**src/inc/scd_pkg.sv**
```systemverilog
// Shared constants and carrier types for the strap configuration decoder.
package scd_pkg;

  // Converter result width and decoded strap code width.
  localparam int ADC_WIDTH = 8;
  localparam int CODE_WIDTH = 3;
  localparam int CHAN_WIDTH = 3;
  localparam int NUM_THRESH = 7;

  // Converter multiplexer channels; codes above the last one are refused.
  localparam logic [2:0] CH_STRAP_FIRST = 3'h0;
  localparam logic [2:0] CH_STRAP_SECOND = 3'h1;
  localparam logic [2:0] CH_PIN_FOUR = 3'h2;
  localparam logic [2:0] CH_PIN_FIVE = 3'h3;
  localparam logic [2:0] CH_INT_VOLTAGE = 3'h4;
  localparam logic [2:0] CH_INT_CURRENT = 3'h5;
  localparam logic [2:0] CH_LAST = 3'h5;

  // Upper code of each strap value 0..6, ratio times full scale 255,
  // rounded down; anything above the last one decodes to 7.
  localparam logic [NUM_THRESH-1:0][7:0] STRAP_THRESH = {
    8'hE7, 8'hB4, 8'h5D, 8'h3C, 8'h24, 8'h12, 8'h05};

  // Seven-bit slave addresses on the controller management bus.
  localparam logic [6:0] ADDR_BASE = 7'h20;
  localparam logic [6:0] ADDR_PORT_B = 7'h04;
  localparam logic [1:0] ADDR_IDX_MAX = 2'h2;

  // Second strap value that selects the safe option.
  localparam logic [2:0] SAFE_CODE = 3'h7;

  // Sample-and-hold settling time, rounded up to whole clocks.
  localparam int CLK_PERIOD_NS = 4;
  localparam int SAMPLE_TIME_NS = 40;
  localparam int SAMPLE_CYCLES =
    (SAMPLE_TIME_NS + CLK_PERIOD_NS - 1) / CLK_PERIOD_NS;

  // Conversion request from firmware.
  typedef struct packed {
    logic [CHAN_WIDTH-1:0] channel;
  } scd_req_t;

  // Conversion result returned to firmware.
  typedef struct packed {
    logic [CHAN_WIDTH-1:0] channel;
    logic [ADC_WIDTH-1:0] data;
  } scd_result_t;

  // The latched pair of decoded strap values.
  typedef struct packed {
    logic [CODE_WIDTH-1:0] first;
    logic [CODE_WIDTH-1:0] second;
  } scd_straps_t;

endpackage

```
**src/logic/scd_level_decode.sv**
```systemverilog
// Turns an 8-bit strap conversion into its three-bit strap value.
module scd_level_decode (
  input wire logic [7:0] level,
  output logic [2:0] code
);

  // One flag per boundary, set when the level lies above it.
  logic [scd_pkg::NUM_THRESH-1:0] above;

  // Each boundary is compared in its own slice.
  genvar gi;
  generate
    for (gi = 0; gi < scd_pkg::NUM_THRESH; gi++) begin : g_cmp
      assign above[gi] = level > scd_pkg::STRAP_THRESH[gi];
    end
  endgenerate

  // The flags form a thermometer, so their count is the value.
  always_comb begin
    code = 3'h0;
    for (int i = 0; i < scd_pkg::NUM_THRESH; i++) begin
      code = code + {2'h0, above[i]};
    end
  end

endmodule

```
**src/logic/strap_config_decoder.sv**
```systemverilog
// Power-up strap decoder with its successive-approximation converter.
//
// Contract
// - Convert both straps at power-up, then use.
// - Divider ratio bands decode to values 0..7.
// - Strap pair selects address, sink, default config.
// - Straps govern dead-battery response without main supply.
// - Converter is 8-bit successive approximation.
// - Input multiplexer; every result readable by firmware.
// - Only pins four and five are analog.
// - After boot, each port gets distinct address.
// - Overvoltage clear re-enables both gates unless safe.
module strap_config_decoder (
  input wire logic mclk,
  input wire logic reset_n,
  input wire logic compAbove,
  output logic [7:0] dacCode,
  output logic [2:0] muxSel,
  output logic sampleHold,
  input wire logic reqValid,
  input wire scd_pkg::scd_req_t req,
  output logic reqReady,
  output logic reqRefused,
  output logic resultValid,
  output scd_pkg::scd_result_t result,
  output logic strapValid,
  output scd_pkg::scd_straps_t straps,
  output logic [2:0] defaultConfig,
  output logic strapSafeOption,
  input wire logic bootDone,
  output logic [6:0] portAAddr,
  output logic [6:0] portBAddr,
  output logic portBAddrValid,
  input wire logic mainSupplyGood,
  input wire logic portABusPower,
  input wire logic portBBusPower,
  input wire logic overVoltage,
  output logic deadBattery,
  output logic sinkGateEnA,
  output logic sinkGateEnB
);

  // Converter sequencer states.
  typedef enum logic [1:0] {
    SCD_IDLE = 2'b00,
    SCD_SAMPLE = 2'b01,
    SCD_CONVERT = 2'b10,
    SCD_FINISH = 2'b11
  } scd_state_t;

  // Power-up progress: which strap is pending, or done.
  typedef enum logic [1:0] {
    SCD_BOOT_FIRST = 2'b00,
    SCD_BOOT_SECOND = 2'b01,
    SCD_BOOT_DONE = 2'b10
  } scd_boot_t;

  scd_state_t state; // Sequencer state.
  scd_boot_t boot; // Power-up strap progress.
  logic [5:0] waitCount; // Sample settling counter.
  logic [2:0] bitIdx; // Bit currently being trialled.
  logic [7:0] sarValue; // Result of the last finished conversion.
  logic [2:0] decoded; // Strap value of the finished conversion.

  // Request acceptance, refusal and start decode.
  logic fwAccept; // Firmware request taken this cycle.
  logic chanLegal; // Requested channel exists on the multiplexer.
  logic bootStart; // A power-up strap conversion begins.
  logic [2:0] bootChan; // Channel of the pending strap.
  logic [7:0] trialBit; // One-hot weight of the trial bit.
  logic [7:0] keptValue; // Value after the comparator decision.
  logic [1:0] addrIdx; // Address index chosen by the first strap.
  logic gatesAllowed; // Dead-battery sink paths may be on.

  assign reqReady = (state == SCD_IDLE) && (boot == SCD_BOOT_DONE);
  assign fwAccept = reqValid && reqReady;
  // Channel codes above CH_LAST have no multiplexer channel.
  assign chanLegal = req.channel <= scd_pkg::CH_LAST;
  assign bootStart = (state == SCD_IDLE) && (boot != SCD_BOOT_DONE);
  assign bootChan = (boot == SCD_BOOT_FIRST) ? scd_pkg::CH_STRAP_FIRST
                                             : scd_pkg::CH_STRAP_SECOND;
  assign trialBit = 8'h01 << bitIdx;
  // The comparator says the input is at or above the trial level.
  assign keptValue = compAbove ? dacCode : (dacCode & ~trialBit);
  assign addrIdx = (straps.first[1:0] > scd_pkg::ADDR_IDX_MAX)
                   ? scd_pkg::ADDR_IDX_MAX : straps.first[1:0];
  // The safe option is read straight from the latched pair, so the gates
  // never open for the one cycle before the safe flag register catches up.
  assign gatesAllowed = strapValid &&
                        (straps.second != scd_pkg::SAFE_CODE) &&
                        !overVoltage;

  // Boundary comparison of the conversion just finished.
  scd_level_decode u_decode (
    .level(sarValue),
    .code(decoded)
  );

  // Sequencer: select a channel, settle, then resolve one bit a clock.
  always_ff @(posedge mclk) begin
    if (!reset_n) begin
      state <= SCD_IDLE;
      muxSel <= 3'h0;
      sampleHold <= 1'b0;
      waitCount <= 6'h00;
      bitIdx <= 3'h7;
      dacCode <= 8'h00;
      sarValue <= 8'h00;
    end else begin
      case (state)
        SCD_IDLE: begin
          // Power-up straps go first; firmware waits until they are done.
          if (bootStart) begin
            muxSel <= bootChan;
            sampleHold <= 1'b1;
            waitCount <= 6'h00;
            state <= SCD_SAMPLE;
          end else if (fwAccept && chanLegal) begin
            muxSel <= req.channel;
            sampleHold <= 1'b1;
            waitCount <= 6'h00;
            state <= SCD_SAMPLE;
          end
        end
        SCD_SAMPLE: begin
          // Hold the input until the settling time has run out.
          if (waitCount == 6'(scd_pkg::SAMPLE_CYCLES - 1)) begin
            sampleHold <= 1'b0;
            bitIdx <= 3'h7;
            dacCode <= 8'h80;
            state <= SCD_CONVERT;
          end else begin
            waitCount <= waitCount + 6'h01;
          end
        end
        SCD_CONVERT: begin
          // Keep or drop the trial bit, then try the next lower one.
          if (bitIdx == 3'h0) begin
            sarValue <= keptValue;
            state <= SCD_FINISH;
          end else begin
            dacCode <= keptValue | (trialBit >> 1);
            bitIdx <= bitIdx - 3'h1;
          end
        end
        SCD_FINISH: begin
          state <= SCD_IDLE;
        end
        default: begin
          state <= SCD_IDLE;
        end
      endcase
    end
  end

  // Results go to firmware; the two power-up straps are latched once.
  always_ff @(posedge mclk) begin
    if (!reset_n) begin
      boot <= SCD_BOOT_FIRST;
      resultValid <= 1'b0;
      result <= '0;
      reqRefused <= 1'b0;
      straps <= '0;
      strapValid <= 1'b0;
    end else begin
      resultValid <= 1'b0;
      reqRefused <= fwAccept && !chanLegal;
      if (state == SCD_FINISH) begin
        resultValid <= 1'b1;
        result.channel <= muxSel;
        result.data <= sarValue;
        if (boot == SCD_BOOT_FIRST) begin
          straps.first <= decoded;
          boot <= SCD_BOOT_SECOND;
        end else if (boot == SCD_BOOT_SECOND) begin
          straps.second <= decoded;
          strapValid <= 1'b1;
          boot <= SCD_BOOT_DONE;
        end
      end
    end
  end

  // Start-up options drawn from the latched strap pair.
  always_ff @(posedge mclk) begin
    if (!reset_n) begin
      defaultConfig <= 3'h0;
      strapSafeOption <= 1'b0;
      portAAddr <= 7'h00;
      portBAddr <= 7'h00;
      portBAddrValid <= 1'b0;
    end else begin
      defaultConfig <= straps.second;
      strapSafeOption <= strapValid &&
                         (straps.second == scd_pkg::SAFE_CODE);
      portAAddr <= scd_pkg::ADDR_BASE | {5'h00, addrIdx};
      portBAddr <= scd_pkg::ADDR_BASE | scd_pkg::ADDR_PORT_B |
                   {5'h00, addrIdx};
      // Port B answers only once boot is complete.
      portBAddrValid <= strapValid && bootDone;
    end
  end

  // Dead-battery sink paths: off during overvoltage, back on after it
  // clears, kept off entirely when the safe option is strapped.
  always_ff @(posedge mclk) begin
    if (!reset_n) begin
      deadBattery <= 1'b0;
      sinkGateEnA <= 1'b0;
      sinkGateEnB <= 1'b0;
    end else begin
      deadBattery <= !mainSupplyGood &&
                     (portABusPower || portBBusPower);
      sinkGateEnA <= deadBattery && gatesAllowed;
      sinkGateEnB <= deadBattery && gatesAllowed;
    end
  end

endmodule

```
**config.mk**
```make
export PLATFORM = sky130hd
export DESIGN_NAME = strap_config_decoder
export DESIGN_NICKNAME = d
export VERILOG_FILES = /design/src/inc/scd_pkg.sv /design/src/logic/scd_level_decode.sv /design/src/logic/strap_config_decoder.sv
export SDC_FILE = /design/constraint.sdc
export NUM_CORES = 1
export LEC_CHECK = 0
export BUFFER_PORTS_ARGS = -buffer_cell sky130_fd_sc_hd__buf_2
export CORE_AREA = 8 8 95 97
export CTS_BUF_LIST = sky130_fd_sc_hd__clkbuf_4
export CTS_CLUSTER_SIZE = 16
export DETAILED_ROUTE_END_ITERATION = 7
export DIE_AREA = 0 0 103 105
export MAX_ROUTING_LAYER = met4
export PLACE_DENSITY_LB_ADDON = 0.25
export SLEW_MARGIN = 10
export SYNTH_ARGS = -nofsm -noshare
export SYNTH_HDL_FRONTEND = slang
export SYNTH_SLANG_ARGS = --single-unit
```
**constraint.sdc**
```tcl
create_clock -name mclk -period 9.1 [get_ports mclk]
set_input_delay 1.82 -clock mclk [delete_from_list [all_inputs] [get_ports mclk]]
set_output_delay 1.82 -clock mclk [all_outputs]
set_load 0.01 [all_outputs]
```
Yosys cells after proc, flatten, opt, wreduce, memory -nomap -nowiden
Cells that the tools add are included.

Add/sub/neg operators: 8. $lt $le $gt $ge: 9. Equal/unequal tests: 14. Shifts and indexed selects: 1. Mux-type cells: 29. Bitwise gates (word level): 4. Reduce and logical (&&, ||, !) cells: 31.

Operators with widths (number): $mux 6 (5); $mux 8 (3); $gt 8x6->1 const B (2); $gt 8x8->1 const B (2); $pmux 8 s2 (1); $add 3x1->3 (5); $reduce_and 3->1 (5); $mux 2 (7); $mux 3 (4); $pmux 6 s2 (1); $logic_and 1x1->1 (11); $ne 2x2->1 const B (5); $and 8x8->8 (1); $gt 8x3->1 const B (1); $gt 8x5->1 const B (1); $gt 8x7->1 const B (1); $not 8->8 (1); $or 8x7->8 (1); $pmux 2 s4 (1); $reduce_and 2->1 (4); $reduce_bool 2->1 (4); $shl 1x3->8 const A (1); $add 6x1->6 const B (1); $eq 2x2->1 const B (3); other kinds (17) (25).

Register bits: 72. Input port bits: 12. Output and inout bits: 55. Word-level logic and storage cells: 119.

Depth between registers and ports, before layout
Gate-level depths: netlist (run 1).

Word-level depth: 7. Gate-level depth with buffers: 14. Depth with buffers taken out: 13.

Hierarchy
A second synthesis (run 1) with hierarchy kept.

Cells, all modules: 339. Area total of the unflattened synthesis: 3024.2 um^2.

Modules (own cells, without submodules): strap_config_decoder (instances 1, cells each 314, area an instance 2787.7 um^2, sequential area each 1261.2 um^2); scd_level_decode (instances 1, cells each 25, area an instance 236.5 um^2, sequential area each 0.0 um^2).

Worst setup path before layout (run 1)
OpenSTA, ideal clock, no wires.

Path type: reg2reg. From: register sarValue[5]. To: register straps[5] in the netlist's numbering. Setup time: 0.128 ns. Data arrival time: 3.010 ns. Required time: 8.972 ns. Path slack: 5.962 ns. Stages on the path, launching flop included: 15. Path buffers: 1. Clock period less this slack: 3.138 ns. Cells stage by stage: dfxtp_1 -> clkbuf_1 -> nor3_1 -> o21ai_0 -> ha_1 -> inv_1 -> fa_1 -> inv_1 -> fa_1 -> ha_1 -> inv_1 -> fa_1 -> xnor2_1 -> mux2i_1 -> nor2_1.

Word-level cells in the longest chain between the ends: 7. Elaborated cells on any way between the ends: 13. Classes of those cells: 6 x add/sub; 7 x order compare.

RTL lines: from (decl) (RTL line strap_config_decoder.sv:62) `logic [7:0] sarValue;`; from (signal assigned) (RTL line strap_config_decoder.sv:139) `sarValue <= keptValue;`; $gt 8x3->1 or $gt 8x5->1 (tied branches) (RTL line scd_level_decode.sv:14) `assign above[gi] = level > scd_pkg::STRAP_THRESH[gi];`; $add 1x1->2 (RTL line scd_level_decode.sv:22) `code = code + {2'h0, above[i]};`; $add 3x1->3 (4 in a row) (RTL line scd_level_decode.sv:22); $add 3x1->3 * (RTL line scd_level_decode.sv:22); to (decl) (RTL line strap_config_decoder.sv:27) `output scd_pkg::scd_straps_t straps,`.

Mark *: on every way between the ends. The rest lies on a longest branch, timed or not. A chain may end at the register's enable or synchronous reset.

Worst setup path after layout (run 1)
From: register state[0]. To: output reqReady.

Word-level cells in the longest chain between the ends: 2.

RTL lines: from (decl) (RTL line strap_config_decoder.sv:58) `scd_state_t state;`; from (signal assigned) (RTL line strap_config_decoder.sv:102) `state <= SCD_IDLE;`; from (signal assigned) (RTL line strap_config_decoder.sv:117) `state <= SCD_SAMPLE;`; from (signal assigned) (RTL line strap_config_decoder.sv:122) `state <= SCD_SAMPLE;`; $logic_not 2->1 (RTL line strap_config_decoder.sv:75) `assign reqReady = (state == SCD_IDLE) && (boot == SCD_BOOT_DONE);`; $logic_and 1x1->1 (RTL line strap_config_decoder.sv:75); to (decl) (RTL line strap_config_decoder.sv:22) `output logic reqReady,`.

No other way between the ends.

==> impl_summary.md, run 1 <==
Worst setup path
The required time of the worst setup path is 7.28 ns. The setup path with the least slack is of type register to output port. The worst flop-to-flop path startpoint is sarValue[7]. Among all stages on the critical path, the largest delay is contributed by dfxtp_1. The startpoint class of the critical path is a register.

The element type at the critical path end is an output port. For this run, the slowest stage of the critical path takes 0.39 ns. Walking the worst path, the cells encountered are inv_1 -> ha_1 -> nand3b_1 -> inv_1 -> buf_2.

The largest fanout of any net on the critical path is 6. The cell that appears most often on the critical path is inv_1. For the worst setup path, the data arrival time is 1.57 ns. The launching instance or port of the critical path is state[0].

Placement
Once placement finished, the instance area stood at 3232 um2. The congestion estimate from routability-driven global placement came to 0.8348. The number of buffers inserted by port buffering is 59.

The wire-length estimate of the detail-placed layout is 4979 um.

Cells and area
The number of diodes is 0. The leading cell type in the layout, fill and taps excluded is dfxtp_1. Relative to the synthesized area, the layout overhead comes to 14.29%. Of the cells placed in the final design, the portion with a size suffix greater than 1 is 22.22%. The final layout contains 402 nets. The count of fill cells added during filler insertion is 782. The library cells used most frequently in the layout, excluding fill and tap cells, are 63 x dfxtp_1, 59 x buf_2, 36 x nor2_1.

Summing all non-filler instances in the final layout gives an area of 3392 um2. Summing all multi-input logic gate instances after layout gives 1473 um2. Registers take 1261 um2.

STA
For the pin with the worst max-slew slack, the measured transition is 0.8349 ns. The maximum clock frequency is 295.3 MHz. The worst path uses 37.21% of the clock period.

The setup-violating endpoint count in the final report is 0. Between clock sinks in the finished design, the worst skew comes to 0.01329 ns. The final max-slew violation count is 0.

The post-route minimum period is 3.386 ns. The setup total negative slack is 0 ns. Setup repair after global routing left no endpoint under its margin. The final-report hold violation count is 0. The worst pin sits at a relative slew slack of 44.34%.

Floorplan
The placement row count is 32. The die covers 10820 um2. The die is 105 um tall. In this run the count of I/O pins placed on the die edge is 67. The starting density of the core is 39.43%. The die boundary width is 103 um. The area of the placeable core is 7527 um2.

Synthesis
Counting every instance in the synthesized netlist gives 324. Summing every instance area after synthesis gives 2968 um2. The async set-reset flop share out of synthesis is 0%.

Summing the sequential cell areas from Yosys gives 42.50% of the chip area. The main flop type after synthesis is dfxtp_1. The post-synthesis register bit count is 63. The number of enable-type register cells in the synthesized netlist is 0. The count of yosys warnings during synthesis is 0. The average footprint of a synthesized cell is 9.160 um2. The synthesized netlist contains 54 unique library cells.

Detailed routing
The DRC marker count from the first detailed-route iteration is 111. The per-cell routed wire length is 13.64 um. The count of antenna-violating nets left after detailed routing is 0. The number of DRC violations after detailed routing is 0. Across all layers, the routed design uses 2380 vias. The pre-antenna-repair detailed-routing pass consisted of 4 iterations. After detailed routing, the total wire length is 6548 um.

The post-detailed-route via-to-cell ratio is 4.958.

Global routing
The via count of the first global-routing pass is 2208. The overall global routing resource usage is 12.51%. For met3 alone, demand over resource in global routing was 4.645%.

The layer with the highest usage is met2. The met2 track demand over resource in global routing is 18.82%. The first global-routing pass estimated 10630 um of wire. The number of antenna violations at the first check in global routing is 0.

The pin count of the biggest net entering global routing is 23. The total overflow left after global routing is 0. The met1 demand-to-capacity share in global routing is 15.00%.

Clocking
The clock-pin transition on the worst setup and hold timing paths is 0.11 ns. The later pin in the worst-skew pair is clocked with a latency of 0.39 ns. Gates resized during post-CTS repair numbered 0.

Once the clock tree was built, the setup fixing pass inserted 0 buffers. The number of clock sinks is 63. The post-cts hold buffer count is 0.

The TritonCTS clock tree is built. The CTS root buffer is clkbuf_4. The maximum root-to-sink buffer count is 2.

The H-tree depth is 3. The number of buffers inserted during clock tree synthesis is 9.

Pwr
Total power for the finished layout comes to 653.4 uW. The peak ir drop on the vdd network is 0.1056 mV. Dividing total power by cell area gives a power density of 192.6 nW/um2. In this run the static leakage power is 1.428 nW.

Outcome
The run finished with clean final reports.

Worst hold path
The worst hold path belongs to the class register to register. The startpoint identified for the worst hold timing path is deadBattery.

Job
The number of max-cap violations is 0.
[path summary, 6_finish.rpt]
kind	endpoint	slack (ns)	cells after the start
worst max register to register	straps[5]	5.82	13
worst min register to register	sinkGateEnB	0.44	2
worst max-delay path	reqReady	5.71	5
worst min-delay path	sinkGateEnB	0.44	2
[cell type report]
type,count,area share (%)
flip-flops and latches,63,37.18
inverters,18,1.992
clock buffers,10,2.213
multi-input cells,221,43.42
well taps,102,3.762
clock inverters,6,2.508
repair buffers,60,8.927
[synth_stat cells, types with 2 or more instances]
cell type | count | share of area [%]
a211oi_1 | 4 | 1.0
a21oi_1 | 15 | 2.5
a31oi_1 | 5 | 1.1
a32o_1 | 3 | 1.0
a32oi_1 | 2 | 0.59
and2_1 | 6 | 1.3
and3_1 | 4 | 0.84
buf_2 | 2 | 0.34
buf_4 | 14 | 3.5
clkbuf_1 | 10 | 1.3
dfxtp_1 | 63 | 42
fa_1 | 3 | 2.0
ha_1 | 14 | 5.9
inv_1 | 18 | 2.3
mux2i_1 | 17 | 5.7
nand2_1 | 31 | 3.9
nand2b_1 | 3 | 0.63
nand3_1 | 12 | 2.0
nand3b_1 | 5 | 1.3
nand4b_1 | 2 | 0.59
nor2_1 | 36 | 4.6
nor2b_1 | 2 | 0.42
nor3_1 | 4 | 0.67
nor4b_1 | 2 | 0.59
o211ai_1 | 3 | 0.76
o21ai_0 | 9 | 1.5
o21ai_1 | 3 | 0.51
o311ai_0 | 2 | 0.59
o31ai_1 | 3 | 0.76
or4_1 | 2 | 0.51
xnor2_1 | 2 | 0.59
[worst max-delay path: cells and delay by family, from the launching register on]
kind                     cells  cell delay (ns)
AND/OR/NAND/NOR              1             0.20
adder cells (fa/ha/maj)      1             0.26
flip-flops                   1             0.39
buffers and inverters        3             0.32
[registers in the layout, indices dropped and copies added (netlist names), 2 cells and up]
register,cells
straps,6
portBAddr,3
state,2
defaultConfig,3
waitCount,6
bitIdx,3
result,11
muxSel,3
dacCode,8
boot,2
sarValue,8
[kinds of logic after synthesis]
logic type | Yosys count | share of synthesized area (%)
xor+xnor | 3 | 0.8855
fa+ha+maj | 17 | 7.926
other cells | 1 | 0.1264
simple gates | 116 | 19.44
buf+inv | 46 | 8.642
compound gates | 61 | 14.76
mux | 17 | 5.733
flops | 63 | 42.50
[layer usage]
layer / share of wire, % / wire [um]
met4: 1.0 / 67
met3: 9.2 / 602
met2: 43 / 2844
met1: 46 / 3033
met5: 0 / 0
[stage by stage]
step	worst slack [ns]	cells	hold WS [ns]	utilization, %
6_report	5.714	480	0.4437	45.06
5_1_grt	5.534	480	0.4667	45.06
4_1_cts	5.674	480	0.4445	45.06
3_5_place_dp	5.683	464	0.4284	42.94
3_3_place_gp	5.718	464	0.4234	42.94
2_1_floorplan	5.962	330	0.4552	-
[power by group]
part / total, mW / internal [mW] / switching [mW]
Clock: 0.215 / 0.114 / 0.101
Sequential: 0.306 / 0.291 / 0.0141
Combinational: 0.133 / 0.0486 / 0.0844
Power figures use the tool's default switching activity.
==> run 2, diff against run 1 <==
==> constraint.sdc (replaced) <==
create_clock -name mclk -period 3 [get_ports mclk]
set_input_delay 0.6 -clock mclk [delete_from_list [all_inputs] [get_ports mclk]]
set_output_delay 0.6 -clock mclk [all_outputs]
set_load 0.01 [all_outputs]
==> run 2 against run 1 <==
Worst hold slack got worse by 0.11 ns. Clock skew decreased by 0.00077 ns. Wire length increased by 2.3%. Via count increased by 0.63%. Design area increased by 2.8%. Non-clock buffer count increased by 11. Largest cell class unchanged. Highest routed layer unchanged.
==> impl_summary.md, run 2 (synthesis gave the netlist of run 1 again) <==
Placement
The worst setup timing slack at the placement stage is -0.04541 ns. The cell area after placement is 3322 um2. Detailed placement finished with a half-perimeter wire length of 4908 um.

The weighted congestion reported at the end of routability-driven placement is 0.8225. Buffers placed on the I/O ports in this run total 59.

Outcome
The run finished with clean final reports.

Pwr
The total design power is 1.898 mW. Summed over all cells, the static leakage comes to 1.483 nW. The ratio of total power to cell area is 544.4 nW/um2. The worst-case IR drop observed on VDD is 0.3626 mV.

Clocking
The post-cts hold buffer count is 0. The CTS root buffer is clkbuf_4. The number of setup buffers added after CTS is 0.

The insertion delay of the later-clocked pin in the worst-skew pair is 0.41 ns. The number of buffers inserted during clock tree synthesis is 9. The maximum root-to-sink buffer count is 2.

CTS saw 63 sinks. The TritonCTS clock tree is built. After clock tree synthesis, the clock-pin slew on the worst setup and hold paths is 0.11 ns. The H-tree was split into 3 levels.

Worst setup path
Along the worst path, the maximum fanout reaches 2. The element type at the critical path end is a register. The slack of the worst reg-to-reg path is 0.009 ns.

In this run the worst setup path terminates at straps[5]. The startpoint identified for the worst register-to-register timing path is sarValue[0]. The slowest stage of the critical path is the fa_1 cell.

The critical path class is register to register. Traced cell by cell, the critical path runs through a211oi_2 -> o21ai_1 -> ha_1 -> inv_2 -> fa_1 -> inv_2 -> fa_1 -> ha_2 -> inv_2 -> fa_2 -> xnor2_2 -> mux2i_1 -> nor2_1. The endpoint identified for the worst register-to-register timing path is straps[5]. The required time of the worst setup path is 3.30 ns. Counting cells, the worst reg-to-reg path comes to 13. The stage delay of the slowest cell on the critical path is 0.48 ns. In this design, the critical path's most frequently occurring cell is inv_2. The critical path starts at sarValue[0]. The arrival time of data at the critical path endpoint is 3.29 ns. The startpoint class of the critical path is a register.

STA
The final-report hold violation count is 0. Setup violations remaining at the end of the flow were counted as 0. The final max-slew violation count was 0. Headroom to the max-slew limit came out at 53.55%. The maximum clock frequency is 334.3 MHz. The ratio of final minimum period to clock period is 99.70%.

The worst path needs 2.991 ns of the cycle, external delays included. Setup slack closes at 0.009083 ns. The final clock skew is 0.01252 ns. Setup repair after global routing could not meet its margin everywhere. At the pin with the least slew margin, the transition time is 0.6968 ns.

Cells and area
The filler cells instantiated in the layout total 768. The largest registers in the layout are result (11), dacCode (8), sarValue (8). The register with the most flip-flops is result. The relative area change from synthesis to final layout is 17.45%. The final design area excluding fillers is 3486 um2.

The library cells used most frequently in the layout, excluding fill and tap cells, are 60 x dfxtp_1, 59 x buf_2, 36 x nor2_1. The leading cell type in the layout, fill and taps excluded is dfxtp_1. The repair_antennas step left the layout with diodes totalling 0. The number of nets in the final layout is 413. The number of flip-flops in the largest register is 11. Cells with a size suffix above 1 make up 27.25% of the layout.

Global routing
The overall global routing resource usage is 13.32%. The met2 track demand over resource in global routing is 19.93%. For this run, global-route usage on met3 was measured as 4.180%. Global routing used 16.48% of the available met1 tracks.

The remaining global-route overflow is 0. The first global-routing pass estimated 11410 um of wire. The via count of the first global-routing pass is 2297.

The layer with the highest usage is met2. The pin count of the biggest net entering global routing is 41. The number of antenna violations at the first check in global routing is 0.

Worst hold path
In this run the worst hold path is classified as primary input to register. The worst hold path startpoint is mainSupplyGood.

Floorplan
The area of the placeable core is 7527 um2. For this configuration, the core starts out at a cell density of 39.43%. The die outline height is 105 um. The total die area is 10820 um2. The die boundary width is 103 um. The number of I/O pins is 67. The placement row count is 32.

Detailed routing
The post-detailed-route via-to-cell ratio is 4.878. Dividing the detail-routed wire length by the instance count gives 13.64 um. The pre-antenna-repair detailed-routing pass consisted of 4 iterations.

For this block, the routed nets add up to 6699 um of wire. For this run, design rule violations remaining after detail routing come to 0. The final route contains 2395 vias.

The first routing iteration left 81 violations. The count of nets left with antenna violations once routing finished came out at 0.

Job
Max-cap violations in this run came to 0.
[run 2: changes by cell type in the layout (fill, tap and decap cells not counted), sizes merged]
cell / delta
buf: +11
inv: +1
clkbuf: -1
clkinvlp: +1
bufinv: -1
[run 2: how the worst min path moves through the flow]
stage	slack, ns	end	cells after the start
after floorplan	0.46	sarValue[0]	2
after global placement	0.43	sinkGateEnB	2
after detailed placement	0.43	sinkGateEnB	2
after CTS	0.31	deadBattery	2
after global routing	0.31	deadBattery	2
final	0.34	deadBattery	2
[run 2: worst max-delay path: cells and delay by family, from the launching register on]
| kind | cells | cell delay (ns) |
|---|---|---|
| flops | 1 | 0.34 |
| xor+xnor | 1 | 0.15 |
| buf+inv | 3 | 0.12 |
| compound gates | 2 | 0.31 |
| simple gates | 1 | 0.06 |
| fa+ha+maj | 5 | 1.78 |
| mux | 1 | 0.14 |
[run 2: repair_timing]
item / CTS / global route
gates resized for setup: 9 / 3
pin swaps: 7 / 3
setup endpoints to repair: 4 / 4
[run 2: report_power, final]
part,internal (mW),leakage [nW],switching (mW)
registers,0.884,0.511,0.0412
clock network,0.253,0.0683,0.321
logic,0.148,0.904,0.251
[run 2: area by class of cell]
cell class	count	area, um2	share of cell area, %
clock buffer	9	67.56	1.938
clock inverter	7	71.32	2.046
inverter	18	67.56	1.938
multi-input combinational	221	1501	43.07
sequential	63	1265	36.29
tap	102	127.6	3.661
timing repair buffer	71	385.4	11.06
[run 2: routing by layer]
layer / part of all wire, % / wire (um)
met1: 46 / 3107
met2: 44 / 2955
met3: 8.4 / 565
met4: 1.1 / 71
met5: 0 / 0
[run 2: metrics by stage]
step	std cells	util [%]	TNS, ns	hold WS (ns)
2_1_floorplan	330	-	0	0.4552
3_3_place_gp	475	44.13	-0.01883	0.4307
3_5_place_dp	475	44.13	-0.08560	0.4329
4_1_cts	491	46.29	0	0.3099
5_1_grt	491	46.31	-0.4871	0.3081
6_report	491	46.31	0	0.3358
==> run 3, diff against run 2 <==
--- a/config.mk
+++ b/config.mk
@@ -6,11 +6,11 @@
 export NUM_CORES = 1
 export LEC_CHECK = 0
 export BUFFER_PORTS_ARGS = -buffer_cell sky130_fd_sc_hd__buf_2
-export CORE_AREA = 8 8 95 97
+export CORE_AREA = 8 8 96 98
 export CTS_BUF_LIST = sky130_fd_sc_hd__clkbuf_4
 export CTS_CLUSTER_SIZE = 16
 export DETAILED_ROUTE_END_ITERATION = 7
-export DIE_AREA = 0 0 103 105
+export DIE_AREA = 0 0 104 106
 export MAX_ROUTING_LAYER = met4
 export PLACE_DENSITY_LB_ADDON = 0.25
 export SLEW_MARGIN = 10
==> constraint.sdc (replaced) <==
create_clock -name mclk -period 3 [get_ports mclk]
set_input_delay 0.6 -clock mclk [delete_from_list [all_inputs] [get_ports mclk]]
set_output_delay 0.6 -clock mclk [all_outputs]
set_load 0.1 [all_outputs]
==> run 3 against run 2 <==
The run now ends with setup timing left. Combinational power up 46%. Sequential share of layout area down 0.13 points. Clock skew up 0.0021 ns. Highest routed layer unchanged. First-iteration DRC count up 19%. Largest cell class unchanged. Cell count up 0.20%. Register-to-register slack worse by 0.04 ns. Sequential power about the same. Via count up 2.6%. Utilization down 1.8 points. Global-route usage about the same. Critical path depth unchanged.
==> impl_summary.md, run 3 (synthesis gave the netlist of run 1 again) <==
Cells and area
In the layout the commonest cells are 61 x dfxtp_1, 59 x buf_2, 36 x nor2_1. The share of the core filled with cells is 44.55%. The register with the most flip-flops in the layout has 11 of them. The relative area change from synthesis to final layout is 17.75%. The register with the most flip-flops is result. The largest registers in the layout are result (11), dacCode (8), sarValue (8).

The count of fill cells added during filler insertion is 794. The final non-filler cell total is 492. The final design area excluding fillers is 3495 um2. After the last flow step, the layout net total stands at 412. The repair_antennas step left the layout with diodes totalling 0.

The leading cell type in the layout, fill and taps excluded is dfxtp_1. Cells with a size suffix above 1 make up 26.61% of the layout.

Worst setup path
Along the worst path, the maximum fanout reaches 2. Together, buffers and inverters on the worst path number 3. The element type at the critical path end is a register.

The arrival time of data at the critical path endpoint is 3.32 ns. The library cell contributing the largest single delay on the critical path is fa_1. The startpoint class of the critical path is a register.

The startpoint identified for the worst register-to-register timing path is sarValue[7]. The critical path class is register to register. The cell repeated most along the worst path is inv_2.

The cell family contributing the most delay on the critical path is adder cells. The signal on the critical path passes through nor3_4 -> nand3_1 -> ha_1 -> inv_2 -> fa_1 -> inv_2 -> fa_1 -> ha_2 -> inv_2 -> fa_2 -> xnor2_2 -> mux2i_1 -> nor2_1. The stage delay of the slowest cell on the critical path is 0.48 ns.

The most critical setup path has its startpoint at sarValue[7]. Data on the critical path is required at its endpoint by 3.28 ns.

STA
The worst path uses 101.2% of the clock period. The setup total negative slack is -0.05673 ns. Setup violations remaining at the end of the flow were counted as 2.

Setup repair after global routing could not meet its margin everywhere. Timing would allow up to 329.5 MHz. Once routing completed, OpenROAD measured the worst setup slack at -0.03500 ns. The final max-slew violation count was 0. The final-report hold violation count is 0. The headroom to the max-slew limit is 52.11%. Hold timing on the final database bottoms out at a slack of 0.3480 ns. The routed design could run at a clock period as short as 3.035 ns. The final clock skew is 0.01463 ns. At the pin with the least slew margin, the transition time is 0.7184 ns.

Detailed routing
Dividing the detail-routed via count by the number of cells gives 4.996. The number of vias in the routed layout is 2458. The count of nets left with antenna violations once routing finished came out at 0. The per-cell routed wire length is 13.78 um. The DRC marker count from the first detailed-route iteration is 96. The length of the first detailed-routing pass in iterations is 4. The total routed wirelength is 6779 um. The number of DRC violations after detailed routing is 0.

Global routing
The remaining global-route overflow is 0. The number of antenna violations at the first check in global routing was 0. The first global-routing pass estimated 11790 um of wire.

The overall global routing resource usage is 13.35%. The via count of the first global-routing pass is 2435. The pin count of the biggest net entering global routing is 41.

Placement
The number of buffers inserted by port buffering is 59. The worst setup timing slack at the placement stage is -0.1114 ns. The wire-length estimate of the detail-placed layout is 4983 um. The total placed cells including tap cells is 477.

The cell area after placement is 3318 um2. The weighted congestion reported at the end of routability-driven placement is 0.8079.

Job
The number of max-cap violations is 0.

Floorplan
The total die area is 11020 um2. From bottom edge to top edge, the die measures 106 um. The starting density of the core is 37.83%.

The placement row count is 33. The number of I/O pins is 67. The area of the placeable core is 7845 um2. The die boundary width is 104 um.

Clocking
The CTS root buffer is clkbuf_4. The H-tree depth is 3. The number of buffers inserted during clock tree synthesis is 9. The maximum root-to-sink buffer count is 2. The clock-pin transition on the worst setup and hold timing paths is 0.10 ns.

The TritonCTS clock tree is built. The number of clock sinks is 63. The insertion delay of the later-clocked pin in the worst-skew pair is 0.40 ns.

The post-cts hold buffer count is 0.

Pwr
The ratio of total power to cell area is 612.7 nW/um2. Summed over all cells, the static leakage comes to 1.494 nW. The design draws 2.141 mW. Across the VDD grid, the largest voltage drop is 0.2097 mV.

Outcome
The final reports fail on setup timing. The flow ran to the end, but the final reports show violations.

Worst hold path
The worst hold path startpoint is overVoltage. The type of the most critical hold path is primary input to register.
run 3: what timing repair did:
action	4_1_cts	5_1_grt
gates resized for setup	7	5
setup endpoints to repair	4	4
pin swaps	8	5
buffers inserted	0	0
run 3: worst paths after layout:
path | endpoint | cells past startpoint | slack (ns)
worst min register to register | sinkGateEnB | 2 | 0.45
worst min-delay path | sinkGateEnB | 2 | 0.35
worst max register to register | straps[5] | 13 | -0.04
worst max-delay path | straps[5] | 13 | -0.04
run 3: report_power, final:
| part | switching, mW | internal (mW) |
|---|---|---|
| sequential | 0.0422 | 0.884 |
| clock | 0.295 | 0.338 |
| combinational | 0.434 | 0.148 |
| total | 0.771 | 1.37 |
run 3: routing by layer:
metal / global-route usage, % / vias to the layer above / wire, um
met2: 21.04 / 61 / 3157
met1: 14.99 / 1159 / 3062
met3: 5.263 / 9 / 467
met4: 5.171 / 0 / 92
li1: - / 1229 / -
met5: - / - / 0
run 3: cell type report:
class	instances	area [um2]	area share [%]
multi-input cells	221	1505	43.07
flip-flops and latches	63	1264	36.16
repair buffers	70	377.9	10.81
well taps	105	131.4	3.759
clock buffers	10	75.07	2.148
clock inverters	5	73.82	2.112
inverters	18	67.56	1.933
